==> src/hdl/crf_defs.svh <==
// constants for the cpu register file
`ifndef CRF_DEFS_SVH
`define CRF_DEFS_SVH
`define CRF_SLOT_FP    4'h0
`define CRF_SLOT_HI    4'h1
`define CRF_SLOT_SP    4'hd
`define CRF_SLOT_ST    4'he
`define CRF_SLOT_ZERO  4'hf
`define CRF_ZERO_WORD  16'h0000
`define CRF_ST_C       15
`define CRF_ST_N       14
`define CRF_ST_Z       13
`define CRF_ST_V       12
`define CRF_ST_KEEP    16'hf007
`define CRF_MASK_ALL   3'h7
`define CRF_STACK_STEP 16'h0002
`define CRF_TRAP_BASE  17'h08000
`define CRF_PC_RESET   16'h0000
`endif

==> src/hdl/crf_pkg.sv <==
// types for the cpu register file
package crf_pkg;
	typedef enum logic [1:0] {
		CRF_SZ_BIT  = 2'b00,
		CRF_SZ_BYTE = 2'b01,
		CRF_SZ_WORD = 2'b10,
		CRF_SZ_LONG = 2'b11
	} crf_size_e;

	typedef enum logic [1:0] {
		CRF_ALU_PASS = 2'b00,
		CRF_ALU_ADD  = 2'b01,
		CRF_ALU_SUB  = 2'b10
	} crf_alu_e;

	typedef enum logic [2:0] {
		CRF_OP_NONE   = 3'b000,
		CRF_OP_CALL   = 3'b001,
		CRF_OP_RTS    = 3'b010,
		CRF_OP_LINK   = 3'b011,
		CRF_OP_UNLINK = 3'b100,
		CRF_OP_RETURN_AND_RELEASE   = 3'b101,
		CRF_OP_TRAP   = 3'b110,
		CRF_OP_RTI    = 3'b111
	} crf_stack_op_e;

	typedef struct packed {
		logic        we;
		logic [3:0]  addr;
		crf_size_e   size;
		logic [3:0]  bit_idx;
		logic [15:0] data;
	} crf_wr_s;

	typedef struct packed {
		logic        upd;
		logic        wb;
		logic [3:0]  dest;
		crf_size_e   size;
		crf_alu_e    kind;
		logic [31:0] a;
		logic [31:0] b;
		logic [31:0] result;
		logic        c_in;
		logic        v_in;
		logic        round;
	} crf_alu_s;

	typedef struct packed {
		crf_stack_op_e op;
		logic [15:0]   arg;
		logic [7:0]    vec;
	} crf_stk_s;

	typedef struct packed {
		logic        req;
		logic        we;
		logic [16:0] addr;
		logic [15:0] wdata;
	} crf_mem_s;
endpackage : crf_pkg

==> src/hdl/crf_flags.sv <==
// condition flag and long result evaluation
`timescale 1ns/1ns
module crf_flags (
	input  crf_pkg::crf_alu_s req,
	output logic [31:0]       res,
	output logic              flag_c,
	output logic              flag_n,
	output logic              flag_z,
	output logic              flag_v
);
	import crf_pkg::*;

	logic [32:0] sum;
	logic [31:0] b_eff;
	logic [31:0] raw;
	logic        a_msb;
	logic        b_msb;
	logic        r_msb;
	logic        cy;

	always_comb
	begin
		b_eff = (req.kind == CRF_ALU_SUB) ? ~req.b : req.b;
		sum = {1'b0, req.a} + {1'b0, b_eff} + {32'h0, req.kind == CRF_ALU_SUB};
		raw = (req.kind == CRF_ALU_PASS) ? req.result : sum[31:0];
		a_msb = 1'b0;
		b_msb = 1'b0;
		r_msb = 1'b0;
		cy = req.c_in;
		flag_z = 1'b0;
		unique case (req.size)
			CRF_SZ_BIT:
			begin
				cy = req.kind == CRF_ALU_PASS ? raw[0] : req.c_in;
				flag_z = ~raw[0];
			end
			CRF_SZ_BYTE:
			begin
				a_msb = req.a[7];
				b_msb = b_eff[7];
				r_msb = raw[7];
				cy = req.a[8] ^ b_eff[8] ^ sum[8];
				flag_z = raw[7:0] == 8'h00;
			end
			CRF_SZ_WORD:
			begin
				a_msb = req.a[15];
				b_msb = b_eff[15];
				r_msb = raw[15];
				cy = req.a[16] ^ b_eff[16] ^ sum[16];
				flag_z = raw[15:0] == 16'h0000;
			end
			CRF_SZ_LONG:
			begin
				a_msb = req.a[31];
				b_msb = b_eff[31];
				r_msb = raw[31];
				cy = sum[32];
				flag_z = raw == 32'h0;
			end
		endcase
		if (req.kind == CRF_ALU_PASS)
		begin
			flag_c = (req.size == CRF_SZ_BIT) ? cy : req.c_in;
			flag_v = req.v_in;
		end
		else
		begin
			flag_c = (req.kind == CRF_ALU_SUB) ? ~cy : cy;
			flag_v = (a_msb == b_msb) && (r_msb != a_msb);
		end
		flag_n = r_msb;
		res = raw;
		if (req.round && flag_n && flag_c)
		begin
			res = raw + 32'h1;
		end
	end
endmodule : crf_flags

==> src/hdl/crf_top.sv <==
// cpu register file, program counter and stack sequencer
// Overview of operation
// - sixteen internal slots, not memory mapped
// - slot fifteen reads zero, writes dropped
// - reset leaves slot contents untouched
// - fetch address is pc with bit zero low
// - separate 16-bit word-address program counter
// - slots two to twelve: bit, byte, word
// - flags judged at 8, 16, 32 bits
// - zero flag set on all-zero result
// - negative flag from result top bit
// - carry: unsigned carry, shift target, bit accumulator
// - overflow set on signed overflow
// - status holds three-bit interrupt mask level
// - reserved status bits hold no data
// - slot one takes long high word, remainder
// - rounding shift adds one when n and c
// - link: push fp, fp=sp, sp+=space
// - unlink: sp=fp, pop fp
// - release return: sp=fp, pop fp, pc, subtract
// - trap: push status, pc, load vector, mask seven
// - interrupt return pops pc and status
// - call pushes return address, return pops it
// - index slot fifteen gives displacement only
// - sp plus two after push, minus before pop
// - odd sp stack access pulses illegal_access, op abandoned
`timescale 1ns/1ns
`include "crf_defs.svh"
module crf_top (
	input  wire logic         clk_sys,
	input  wire logic         reset,
	input  wire logic [3:0]   rd_a_addr,
	input  wire logic [3:0]   rd_b_addr,
	input  crf_pkg::crf_wr_s  wr,
	input  crf_pkg::crf_alu_s alu,
	input  crf_pkg::crf_stk_s stk,
	input  wire logic         pc_load,
	input  wire logic [15:0]  pc_target,
	input  wire logic         pc_advance,
	input  wire logic [3:0]   ea_idx,
	input  wire logic [15:0]  ea_disp,
	input  wire logic [15:0]  mem_rdata,
	output logic [15:0]       rd_a_data,
	output logic [15:0]       rd_b_data,
	output logic [15:0]       status_word,
	output logic [15:0]       pc,
	output logic [16:0]       fetch_addr,
	output logic [15:0]       ea,
	output crf_pkg::crf_mem_s mem,
	output logic              busy,
	output logic              illegal_access
);
	import crf_pkg::*;

	typedef enum logic [3:0] {
		ST_IDLE  = 4'h0,
		ST_PUSH1 = 4'h1,
		ST_PUSH2 = 4'h2,
		ST_POP1  = 4'h3,
		ST_POPQ1 = 4'h4,
		ST_POPD1 = 4'h5,
		ST_POP2  = 4'h6,
		ST_POPQ2 = 4'h7,
		ST_POPD2 = 4'h8,
		ST_VEC   = 4'h9,
		ST_VECQ  = 4'ha,
		ST_VECD  = 4'hb,
		ST_ADJ   = 4'hc
	} crf_state_e;

	logic [15:0]   slot [0:14];
	logic [15:0]   wval [0:14];
	logic          wen  [0:14];
	crf_state_e    state;
	crf_state_e    next_state;
	crf_stack_op_e op_r;
	logic [15:0]   arg_r;
	logic [7:0]    vec_r;
	crf_mem_s      next_mem;
	logic          next_illegal;
	logic          fsm_sp_we;
	logic          fsm_fp_we;
	logic          fsm_st_we;
	logic          fsm_pc_we;
	logic [15:0]   fsm_sp_val;
	logic [15:0]   fsm_fp_val;
	logic [15:0]   fsm_st_val;
	logic [15:0]   fsm_pc_val;
	logic [15:0]   next_pc;
	logic [31:0]   alu_res;
	logic          f_c;
	logic          f_n;
	logic          f_z;
	logic          f_v;
	logic [15:0]   sp_r;
	logic [15:0]   st_r;

	function automatic logic [15:0] rd_slot(input logic [3:0] idx);
		rd_slot = (idx == `CRF_SLOT_ZERO) ? `CRF_ZERO_WORD : slot[idx];
	endfunction : rd_slot

	function automatic logic [15:0] merge(input logic [15:0] old, input logic [15:0] d,
		input crf_size_e sz, input logic [3:0] bi);
		merge = d;
		if (sz == CRF_SZ_BIT)
		begin
			merge = old;
			merge[bi] = d[0];
		end
		else if (sz == CRF_SZ_BYTE)
		begin
			merge = {old[15:8], d[7:0]};
		end
	endfunction : merge

	crf_flags u_flags (
		.req    (alu),
		.res    (alu_res),
		.flag_c (f_c),
		.flag_n (f_n),
		.flag_z (f_z),
		.flag_v (f_v)
	);

	assign sp_r = slot[`CRF_SLOT_SP];
	assign st_r = slot[`CRF_SLOT_ST];

	// one write path per slot; slot fifteen has no storage
	for (genvar g = 0; g < 15; g++)
	begin : g_slot
		always_comb
		begin
			wen[g] = 1'b1;
			wval[g] = slot[g];
			if (g == 0 && fsm_fp_we)
				wval[g] = fsm_fp_val;
			else if (g == 13 && fsm_sp_we)
				wval[g] = fsm_sp_val;
			else if (g == 14 && fsm_st_we)
				wval[g] = fsm_st_val;
			else if (alu.upd && alu.wb && alu.dest == 4'(g))
				wval[g] = merge(slot[g], alu_res[15:0], alu.size, 4'h0);
			else if (g == 1 && alu.upd && alu.wb && alu.size == CRF_SZ_LONG)
				wval[g] = alu_res[31:16];
			else if (wr.we && wr.addr == 4'(g))
				wval[g] = merge(slot[g], wr.data, wr.size, wr.bit_idx);
			else if (g == 14 && alu.upd)
			begin
				wval[g][`CRF_ST_C] = f_c;
				wval[g][`CRF_ST_N] = f_n;
				wval[g][`CRF_ST_Z] = f_z;
				wval[g][`CRF_ST_V] = f_v;
			end
			else
				wen[g] = 1'b0;
			if (g == 14)
				wval[g] = wval[g] & `CRF_ST_KEEP;
		end

		// no reset on the storage itself
		always_ff @(posedge clk_sys)
		begin
			if (wen[g])
				slot[g] <= wval[g];
		end
	end

	always_ff @(posedge clk_sys or posedge reset)
	begin
		if (reset)
		begin
			rd_a_data <= `CRF_ZERO_WORD;
			rd_b_data <= `CRF_ZERO_WORD;
			status_word <= `CRF_ZERO_WORD;
			ea <= `CRF_ZERO_WORD;
		end
		else
		begin
			rd_a_data <= rd_slot(rd_a_addr);
			rd_b_data <= rd_slot(rd_b_addr);
			status_word <= st_r;
			ea <= ea_disp + rd_slot(ea_idx);
		end
	end

	always_comb
	begin
		next_pc = pc;
		if (fsm_pc_we)
			next_pc = fsm_pc_val;
		else if (pc_load)
			next_pc = pc_target;
		else if (pc_advance)
			next_pc = pc + 16'h0001;
	end

	always_ff @(posedge clk_sys or posedge reset)
	begin
		if (reset)
		begin
			pc <= `CRF_PC_RESET;
			fetch_addr <= {`CRF_PC_RESET, 1'b0};
		end
		else
		begin
			pc <= next_pc;
			fetch_addr <= {next_pc, 1'b0};
		end
	end

	// stack sequencer: one memory word per request, data the cycle after
	always_comb
	begin
		next_state = state;
		next_mem = '0;
		next_illegal = 1'b0;
		fsm_sp_we = 1'b0;
		fsm_fp_we = 1'b0;
		fsm_st_we = 1'b0;
		fsm_pc_we = 1'b0;
		fsm_sp_val = sp_r + `CRF_STACK_STEP;
		fsm_fp_val = mem_rdata;
		fsm_st_val = mem_rdata;
		fsm_pc_val = mem_rdata;
		unique case (state)
			ST_IDLE:
			begin
				unique case (stk.op)
					CRF_OP_NONE:
						next_state = ST_IDLE;
					CRF_OP_CALL, CRF_OP_LINK, CRF_OP_TRAP:
						next_state = ST_PUSH1;
					CRF_OP_RTS, CRF_OP_RTI:
						next_state = ST_POP1;
					CRF_OP_UNLINK, CRF_OP_RETURN_AND_RELEASE:
					begin
						fsm_sp_we = 1'b1;
						fsm_sp_val = slot[`CRF_SLOT_FP];
						next_state = ST_POP1;
					end
				endcase
			end
			ST_PUSH1, ST_PUSH2:
			begin
				if (sp_r[0])
				begin
					next_illegal = 1'b1;
					next_state = ST_IDLE;
				end
				else
				begin
					next_mem = {1'b1, 1'b1, 1'b0, sp_r, pc};
					if (state == ST_PUSH1 && op_r == CRF_OP_TRAP)
						next_mem.wdata = st_r;
					else if (op_r == CRF_OP_LINK)
						next_mem.wdata = slot[`CRF_SLOT_FP];
					fsm_sp_we = 1'b1;
					next_state = ST_IDLE;
					if (op_r == CRF_OP_TRAP)
						next_state = (state == ST_PUSH1) ? ST_PUSH2 : ST_VEC;
					else if (op_r == CRF_OP_CALL)
					begin
						fsm_pc_we = 1'b1;
						fsm_pc_val = arg_r;
					end
					else
					begin
						fsm_fp_we = 1'b1;
						fsm_fp_val = fsm_sp_val;
						next_state = ST_ADJ;
					end
				end
			end
			ST_POP1, ST_POP2:
			begin
				if (sp_r[0])
				begin
					next_illegal = 1'b1;
					next_state = ST_IDLE;
				end
				else
				begin
					fsm_sp_we = 1'b1;
					fsm_sp_val = sp_r - `CRF_STACK_STEP;
					next_mem = {1'b1, 1'b0, 1'b0, fsm_sp_val, `CRF_ZERO_WORD};
					next_state = (state == ST_POP1) ? ST_POPQ1 : ST_POPQ2;
				end
			end
			ST_POPQ1:
				next_state = ST_POPD1;
			ST_POPQ2:
				next_state = ST_POPD2;
			ST_VECQ:
				next_state = ST_VECD;
			ST_POPD1:
			begin
				next_state = ST_IDLE;
				if (op_r == CRF_OP_RTS || op_r == CRF_OP_RTI)
					fsm_pc_we = 1'b1;
				else
					fsm_fp_we = 1'b1;
				if (op_r == CRF_OP_RTI || op_r == CRF_OP_RETURN_AND_RELEASE)
					next_state = ST_POP2;
			end
			ST_POPD2:
			begin
				next_state = ST_IDLE;
				if (op_r == CRF_OP_RTI)
					fsm_st_we = 1'b1;
				else
				begin
					fsm_pc_we = 1'b1;
					next_state = ST_ADJ;
				end
			end
			ST_VEC:
			begin
				next_mem = {1'b1, 1'b0, `CRF_TRAP_BASE + {8'h00, vec_r, 1'b0}, `CRF_ZERO_WORD};
				next_state = ST_VECQ;
			end
			ST_VECD:
			begin
				fsm_pc_we = 1'b1;
				fsm_st_we = 1'b1;
				fsm_st_val = st_r;
				fsm_st_val[2:0] = `CRF_MASK_ALL;
				next_state = ST_IDLE;
			end
			ST_ADJ:
			begin
				fsm_sp_we = 1'b1;
				fsm_sp_val = (op_r == CRF_OP_LINK) ? sp_r + arg_r : sp_r - arg_r;
				next_state = ST_IDLE;
			end
			default:
				next_state = ST_IDLE;
		endcase
	end

	always_ff @(posedge clk_sys or posedge reset)
	begin
		if (reset)
		begin
			state <= ST_IDLE;
			op_r <= CRF_OP_NONE;
			arg_r <= `CRF_ZERO_WORD;
			vec_r <= 8'h00;
		end
		else
		begin
			state <= next_state;
			if (state == ST_IDLE)
			begin
				op_r <= stk.op;
				arg_r <= stk.arg;
				vec_r <= stk.vec;
			end
		end
	end

	always_ff @(posedge clk_sys or posedge reset)
	begin
		if (reset)
		begin
			mem <= '0;
			illegal_access <= 1'b0;
			busy <= 1'b0;
		end
		else
		begin
			mem <= next_mem;
			illegal_access <= next_illegal;
			busy <= next_state != ST_IDLE;
		end
	end

	a_zero_read: assert property (@(posedge clk_sys) disable iff (reset)
		rd_a_addr == `CRF_SLOT_ZERO |=> rd_a_data == `CRF_ZERO_WORD)
		else $error("slot fifteen read not zero");
	a_fetch_align: assert property (@(posedge clk_sys) disable iff (reset)
		fetch_addr == {pc, 1'b0})
		else $error("fetch address not pc word address");
	a_push_step: assert property (@(posedge clk_sys) disable iff (reset)
		state == ST_PUSH1 && !sp_r[0] |=> sp_r == $past(sp_r) + `CRF_STACK_STEP)
		else $error("push did not advance sp by two");
	a_odd_stack: assert property (@(posedge clk_sys) disable iff (reset)
		(state == ST_POP1 || state == ST_PUSH1) && sp_r[0] |=> illegal_access && !mem.req)
		else $error("odd sp access not refused");
	a_trap_mask: assert property (@(posedge clk_sys) disable iff (reset)
		state == ST_VECD |=> st_r[2:0] == `CRF_MASK_ALL ##1 status_word[2:0] == `CRF_MASK_ALL)
		else $error("trap did not raise mask level");
	a_call_target: assert property (@(posedge clk_sys) disable iff (reset)
		state == ST_PUSH1 && op_r == CRF_OP_CALL && !sp_r[0] |=> pc == $past(arg_r) && mem.we)
		else $error("call did not push and jump");
	a_ea_direct: assert property (@(posedge clk_sys) disable iff (reset)
		ea_idx == `CRF_SLOT_ZERO |=> ea == $past(ea_disp))
		else $error("zero index not direct address");
	a_byte_keep: assert property (@(posedge clk_sys) disable iff (reset)
		wr.we && wr.size == CRF_SZ_BYTE && wr.addr == 4'h5 && !alu.upd
		|=> slot[5][15:8] == $past(slot[5][15:8]) && slot[5][7:0] == $past(wr.data[7:0]))
		else $error("byte write disturbed upper byte");
endmodule : crf_top

==> config.mk <==
export PLATFORM = sky130hd
export DESIGN_NAME = crf_top
export DESIGN_NICKNAME = d
export VERILOG_FILES = /design/src/hdl/crf_pkg.sv /design/src/hdl/crf_flags.sv /design/src/hdl/crf_top.sv
export VERILOG_INCLUDE_DIRS = /design/src /design/src/hdl
export SDC_FILE = /design/constraint.sdc
export NUM_CORES = 1
export LEC_CHECK = 0
export BUFFER_PORTS_ARGS = -buffer_cell sky130_fd_sc_hd__buf_2
export CAP_MARGIN = 40
export CORE_MARGIN = 2
export CORE_UTILIZATION = 43
export DETAILED_ROUTE_END_ITERATION = 7
export GPL_TIMING_DRIVEN = 0
export SYNTH_ARGS = -nofsm -noshare
export SYNTH_HDL_FRONTEND = slang
export SYNTH_SLANG_ARGS = --single-unit
==> constraint.sdc <==
create_clock -name clk_sys -period 4.3 [get_ports clk_sys]
set_input_delay 0.645 -clock clk_sys [delete_from_list [all_inputs] [get_ports clk_sys]]
set_output_delay 0.645 -clock clk_sys [all_outputs]
set_load 0.03 [all_outputs]
Yosys cells after proc, flatten, opt, wreduce, memory -nomap -nowiden
Memory sizes are Yosys's and may differ from the RTL's.
Cells that the tools add are included.

storage, ports and cells
  register bits after elaboration = 148
  RAM bits = 240
  logic and storage cells = 398
  memories = 1

memories
  name  words  bits a word  rd ports  clocked after memory_dff  wr ports  RTL line       RTL
  slot  15     16           18        0                         15        crf_top.sv:71  logic [15:0] slot [0:14];

operators by class
  add/sub/neg operators = 10
  $lt $le $gt $ge = 2
  equal/unequal tests = 63
  multiplexer cells = 243
  bitwise logic cells = 7
  reduce and logical (&&, ||, !) cells = 57

operators with widths
  operator                 number
  $mux W16                 113
  $bwmux W16               15
  $pmux W35 S3             1
  $mux W32                 3
  $eq A4 B4 Y1 const B     22
  $mux W1                  85
  $mux W35                 2
  $eq A4 B3 Y1 const B     12
  $pmux W16 S3             1
  $logic_and A1 B1 Y1      37
  $pmux W4 S9              1
  $add A32 B32 Y33         1
  $add A33 B1 Y33          1
  $add A16 B16 Y16         2
  $add A32 B1 Y32 const B  1
  $logic_not A32 Y1        1
  $not A32 Y32             1
  $mux W4                  7
  $eq A4 B2 Y1 const B     6
  $eq A3 B3 Y1 const B     7
  $add A16 B9 Y17 const A  1
  $add A16 B1 Y16 const B  1
  $add A16 B2 Y16 const B  1
  $logic_not A16 Y1        1
  other kinds (31)         59

Logic depth before layout (Yosys ltp)
  depth after elaboration = 16
  gate-level depth with buffers = 20

Modules after synthesis
From an unflattened synthesis, not the netlist that was laid out.

unflattened totals
  cells, all modules = 3413
  area total of the unflattened synthesis = 30684.4 µm²

by module, submodules not included
  module     instances  cells each  area each (µm²)  seq. area each (µm²)
  crf_top    1          2775        26434.1          10364.9
  crf_flags  1          638         4250.3           0.0

Worst setup path after synthesis
Ideal clock, no wire load.

  path kind = input to register
  start point = input alu[100] (netlist bit)
  end point = memory slot[1][14], data pin
  arrival time = 5.177 ns
  required time = 4.039 ns
  slack = -1.138 ns
  stages = 17
  path buffers = 4
  cell sequence = nor2b_1 clkbuf_1 clkbuf_1 buf_1 xor2_1 ha_1 a21o_1 a311oi_2 a2bb2oi_1 o311ai_1 nor3_1 o211ai_1 or4_1 buf_2 or2_1 or4_1 o311a_1

RTL lines
  item             RTL line       RTL
  start, declared  crf_top.sv:35  input crf_pkg::crf_alu_s alu,
  end, declared    crf_top.sv:71

==> summary.txt <==
Place
  • Post-DP HPWL: 112.5 mm
  • Gpl congestion: 1.029
  • I/O Buffers: 334
  • Placed insts: 4,533

Die
  • Initial core utilization: between 40% and 50%
  • Die Wd: about 270 µm
  • Die Y: 266.2 µm
  • Core footprint: 68,350 µm²
  • Die area: between 70,000 and 80,000 µm²
  • Io pins: about 360
  • # rows: 96

Setup path
  • CP max stage delay: 0.54 ns
  • CP Launch Type: input port
  • Critical path required time: between 4 and 5 ns
  • Slowest cell on crit path: xor2_4
  • WP buf/inv: 6
  • CP max FO: 5
  • Crit path max-delay family: compound AO/OA/AOI/OAI gates
  • WS Path Type: in2reg
  • Flop2flop setup slack: 0.19 ns
  • Arr. time, crit path: 4.77 ns
  • CP endpoint kind: flip-flop
  • Worst-path cell chain: buf_8, nor2b_4, clkbuf_16, buf_12, xor2_2, ha_1, buf_8, a211oi_4, o21bai_4, o2111ai_2, o221ai_2, nor3_2, buf_4, nor2_4, o41a_1, nor2_4, nand4_1, xor2_4, clkbuf_16, a21oi_4

CTS
  • Worst skew pair latency: 0.63 ns
  • Root Buffer: clkbuf_16
  • H-tree depth: 2
  • CTS Buf Count: 45
  • CTS max path bufs: 3
  • CTS tree: built
  • CTS sink cnt: ~370
  • Post-cts hold buffer count: 0
  • Register clock-pin slew on the reported worst setup and hold paths: 0.06 ns

STA
  • Fin Clk Skew: 0.03927 ns
  • Final Hold Fails: 0
  • Fin crit period: 4.466 ns
  • Final worst-path cycle share: 103.9%
  • Slew of the pin with the lowest slew margin: 1.051 ns
  • Setup TNS: -4.257 ns
  • Slew Limit Headroom: 29.92%
  • RSZ-0062 raised after global routing: true
  • # setup viols final: 52
  • Slew Viols, Final: 0
  • Fmax: 223.9 MHz
  • Setup WS post-layout: -0.1663 ns

GRT
  • Largest net degree at the start of global routing: 39
  • Initial antenna violation count: 11
  • Vias in the first global route: just under 30,000
  • Total gr overflow: 0
  • Total track usage: 39.40%
  • First-pass GRT wire length: approximately 200 mm

Pwr
  • Final Total Pwr: about 0.02 W
  • PD cells: 516.6 nW/µm²
  • Sw Share: approximately 45%
  • Switching power total: 0.008923 W
  • Internal power: approximately 0.011 W
  • Comb pwr share: 51.9%
  • Pleak: 14.98 nW
  • Clock network power share: 20.9%
  • Max IR drop VDD: about 0.34 mV
  • Reg power frac: a little over a quarter

Cells and area
  • Reg area: 10,360 µm²
  • Fin cells: between 4,000 and 5,000
  • Area grow syn2layout: 29.97%
  • Share of cells above drive strength 1: a little under a third
  • FILL cells: 6,114
  • Finished Core Util: about 56%
  • Post-layout net count: approximately 4,100
  • Multi-input logic area: a little under 20,000 µm²

Hold path
  • Worst Hold Class: in2async

Synth
  • Syn Inst Count: 3,241
  • Flops & latches, synth: about 370
  • Synth unique cells: 88
  • Fraction of registers with async set/reset: 37.23%
  • Sequential element share of the synthesized area: 35.05%
  • Synthesis Warnings: 0
  • Post-Syn Area: 29,570 µm²
  • EDFF count, synth: 231
  • Mapped Avg Cell Area: 9.124 µm²
  • Ys flop type: edfxtp_1

Run status
  • Status: finished with violations
  • Failing checks: design-rule violations, negative setup slack

Drt
  • Post-Route WL: 144.5 mm
  • Vias: 31,850
  • Drt wl/cell: 30.30 µm
  • DRT antenna net count: 0
  • Initial DRT Pass Iterations: 8
  • Initial DRC Count: 4,717
  • DR vias/cell: 6.680
  • DRC: 2

Flow run
  • Total of max-cap violations: 0
## cells in the final DEF, fill, tap and decap left out, types with 33 or more instances in the layout
| cell type | Yosys | layout |
|---|---|---|
| a21oi_1 | 529 | 420 |
| buf_2 | 10 | 354 |
| nor2_1 | 346 | 339 |
| nand2_1 | 278 | 273 |
| edfxtp_1 | 231 | 231 |
| clkbuf_1 | 232 | 197 |
| mux4_2 | 165 | 165 |
| buf_4 | 28 | 164 |
| o21ai_0 | 191 | 156 |
| dfrtp_1 | 137 | 137 |
| a21oi_2 | 0 | 102 |
| mux2i_1 | 84 | 79 |
| inv_1 | 66 | 65 |
| xnor2_1 | 74 | 61 |
| nor3_1 | 68 | 61 |
| ha_1 | 71 | 57 |
| clkbuf_16 | 0 | 55 |
| nand3_1 | 65 | 53 |
| xor2_1 | 68 | 52 |
| buf_6 | 1 | 47 |
| o22ai_1 | 41 | 40 |
| o21ai_1 | 8 | 33 |
## kinds of logic (layout without fill, tap and decap cells)
logic type | Yosys count | count (layout) | synth area share (%)
other | 1 | 17 | 0.01268
XOR/XNOR | 142 | 142 | 4.206
AND/OR/NAND/NOR | 966 | 966 | 14.92
buffers and inverters | 364 | 993 | 5.044
adder cells (fa/ha/maj) | 74 | 74 | 3.207
multiplexers | 277 | 277 | 16.48
AO/OA/AOI/OAI | 1049 | 1049 | 21.09
flip-flops | 368 | 368 | 35.05
## layer usage
metal,track usage (%),up-vias,wire (µm)
li1,-,13380,-
met1,51.78,15390,53720
met2,59.13,2535,61690
met3,11.47,539,19600
met4,20.00,12,9341
met5,0,-,110
## state kept, by name (all words and copies together) (netlist names)
register / cells
slot: 231
rd_a_data: 16
op_r: 3
illegal_access: 1
state: 4
busy: 1
status_word: 7
ea: 16
rd_b_data: 16
fetch_addr: 16
arg_r: 16
mem: 33
vec_r: 8
## metrics by stage
step                area [µm²]  setup WS [ns]  hold WS, ns
detailed placement       33670         -1.848       0.5023
finish                   38430        -0.1663       0.2175
global route             38420        -0.2117       0.2593
global placement         33060         -1.975       0.5006
CTS                      37310       -0.09843       0.2095
floorplan                30290        -0.4764       0.4130
## timing repair
item	CTS	global route
endpoints found under the setup margin	239	221
cloned	7	3
setup buffers	95	59
pin swaps	87	96
gates resized for setup	234	163
## synthesized netlist by cell type (23+ instances only)
cell type / n / area [µm²]
ha_1: 71 / 888.4
nand2_1: 278 / 1044
a21oi_1: 529 / 2648
o21ai_0: 191 / 955.9
xnor2_1: 74 / 648.1
nor2b_1: 29 / 181.4
o22ai_1: 41 / 256.5
xor2_1: 68 / 595.6
nor3_1: 68 / 340.3
edfxtp_1: 231 / 6937
inv_1: 66 / 247.7
buf_1: 26 / 97.59
mux2i_1: 84 / 840.8
dfrtp_1: 137 / 3428
mux2_2: 28 / 315.3
a22oi_1: 24 / 180.2
buf_4: 28 / 210.2
nor2_1: 346 / 1299
a21o_1: 28 / 210.2
o31ai_1: 23 / 172.7
o211ai_1: 23 / 172.7
or3_1: 23 / 143.9
clkbuf_1: 232 / 870.8
nand3_1: 65 / 325.3
mux4_2: 165 / 3716
## final cells by class
class	instances	area share, %
repair buffers	562	10.09
clock buffers	65	3.419
multi-input cells	2520	51.26
clock inverters	18	0.6577
plain buffers	281	4.031
flip-flops and latches	368	26.97
diodes	5	0.03256
well taps	882	2.872
inverters	67	0.6642
## power groups by stage
stage / registers (W) / logic [W] / clock network [W]
2_1_floorplan: 0.00561 / 0.00557 / 0
3_3_place_gp: 0.00542 / 0.00878 / 0
3_5_place_dp: 0.00541 / 0.00890 / 0
4_1_cts: 0.00535 / 0.00957 / 0.00413
5_1_grt: 0.00543 / 0.0109 / 0.00426
6_report: 0.00540 / 0.0103 / 0.00415
## worst register-to-register path, delay by kind of cell, from the launching register on
family                     cells  cell delay (ns)
xor gates and xnor gates       2             0.40
adders and majority gates      1             0.34
DFF                            1             0.46
and+or+nand+nor                3             0.74
AOI/OAI and AO/OA              9             1.90
## path summary, 6_finish.rpt
kind,from,to,cells past startpoint
worst max-delay path,alu[100],slot[6][8]$_DFFE_PP_,20
worst min-delay path,reset,status_word[15]$_DFF_PP0_,2
worst max register to register,op_r[2]$_DFFE_PP0P_,slot[13][14]$_DFFE_PP_,15
worst min register to register,vec_r[0]$_DFFE_PP0P_,vec_r[0]$_DFFE_PP0P_,1
max in group asynchronous,reset,state[0]$_DFF_PP0_,4
min in group clk_sys,stk[8],arg_r[0]$_DFFE_PP0P_,3
No activity file was read; power rests on OpenSTA's default activity.
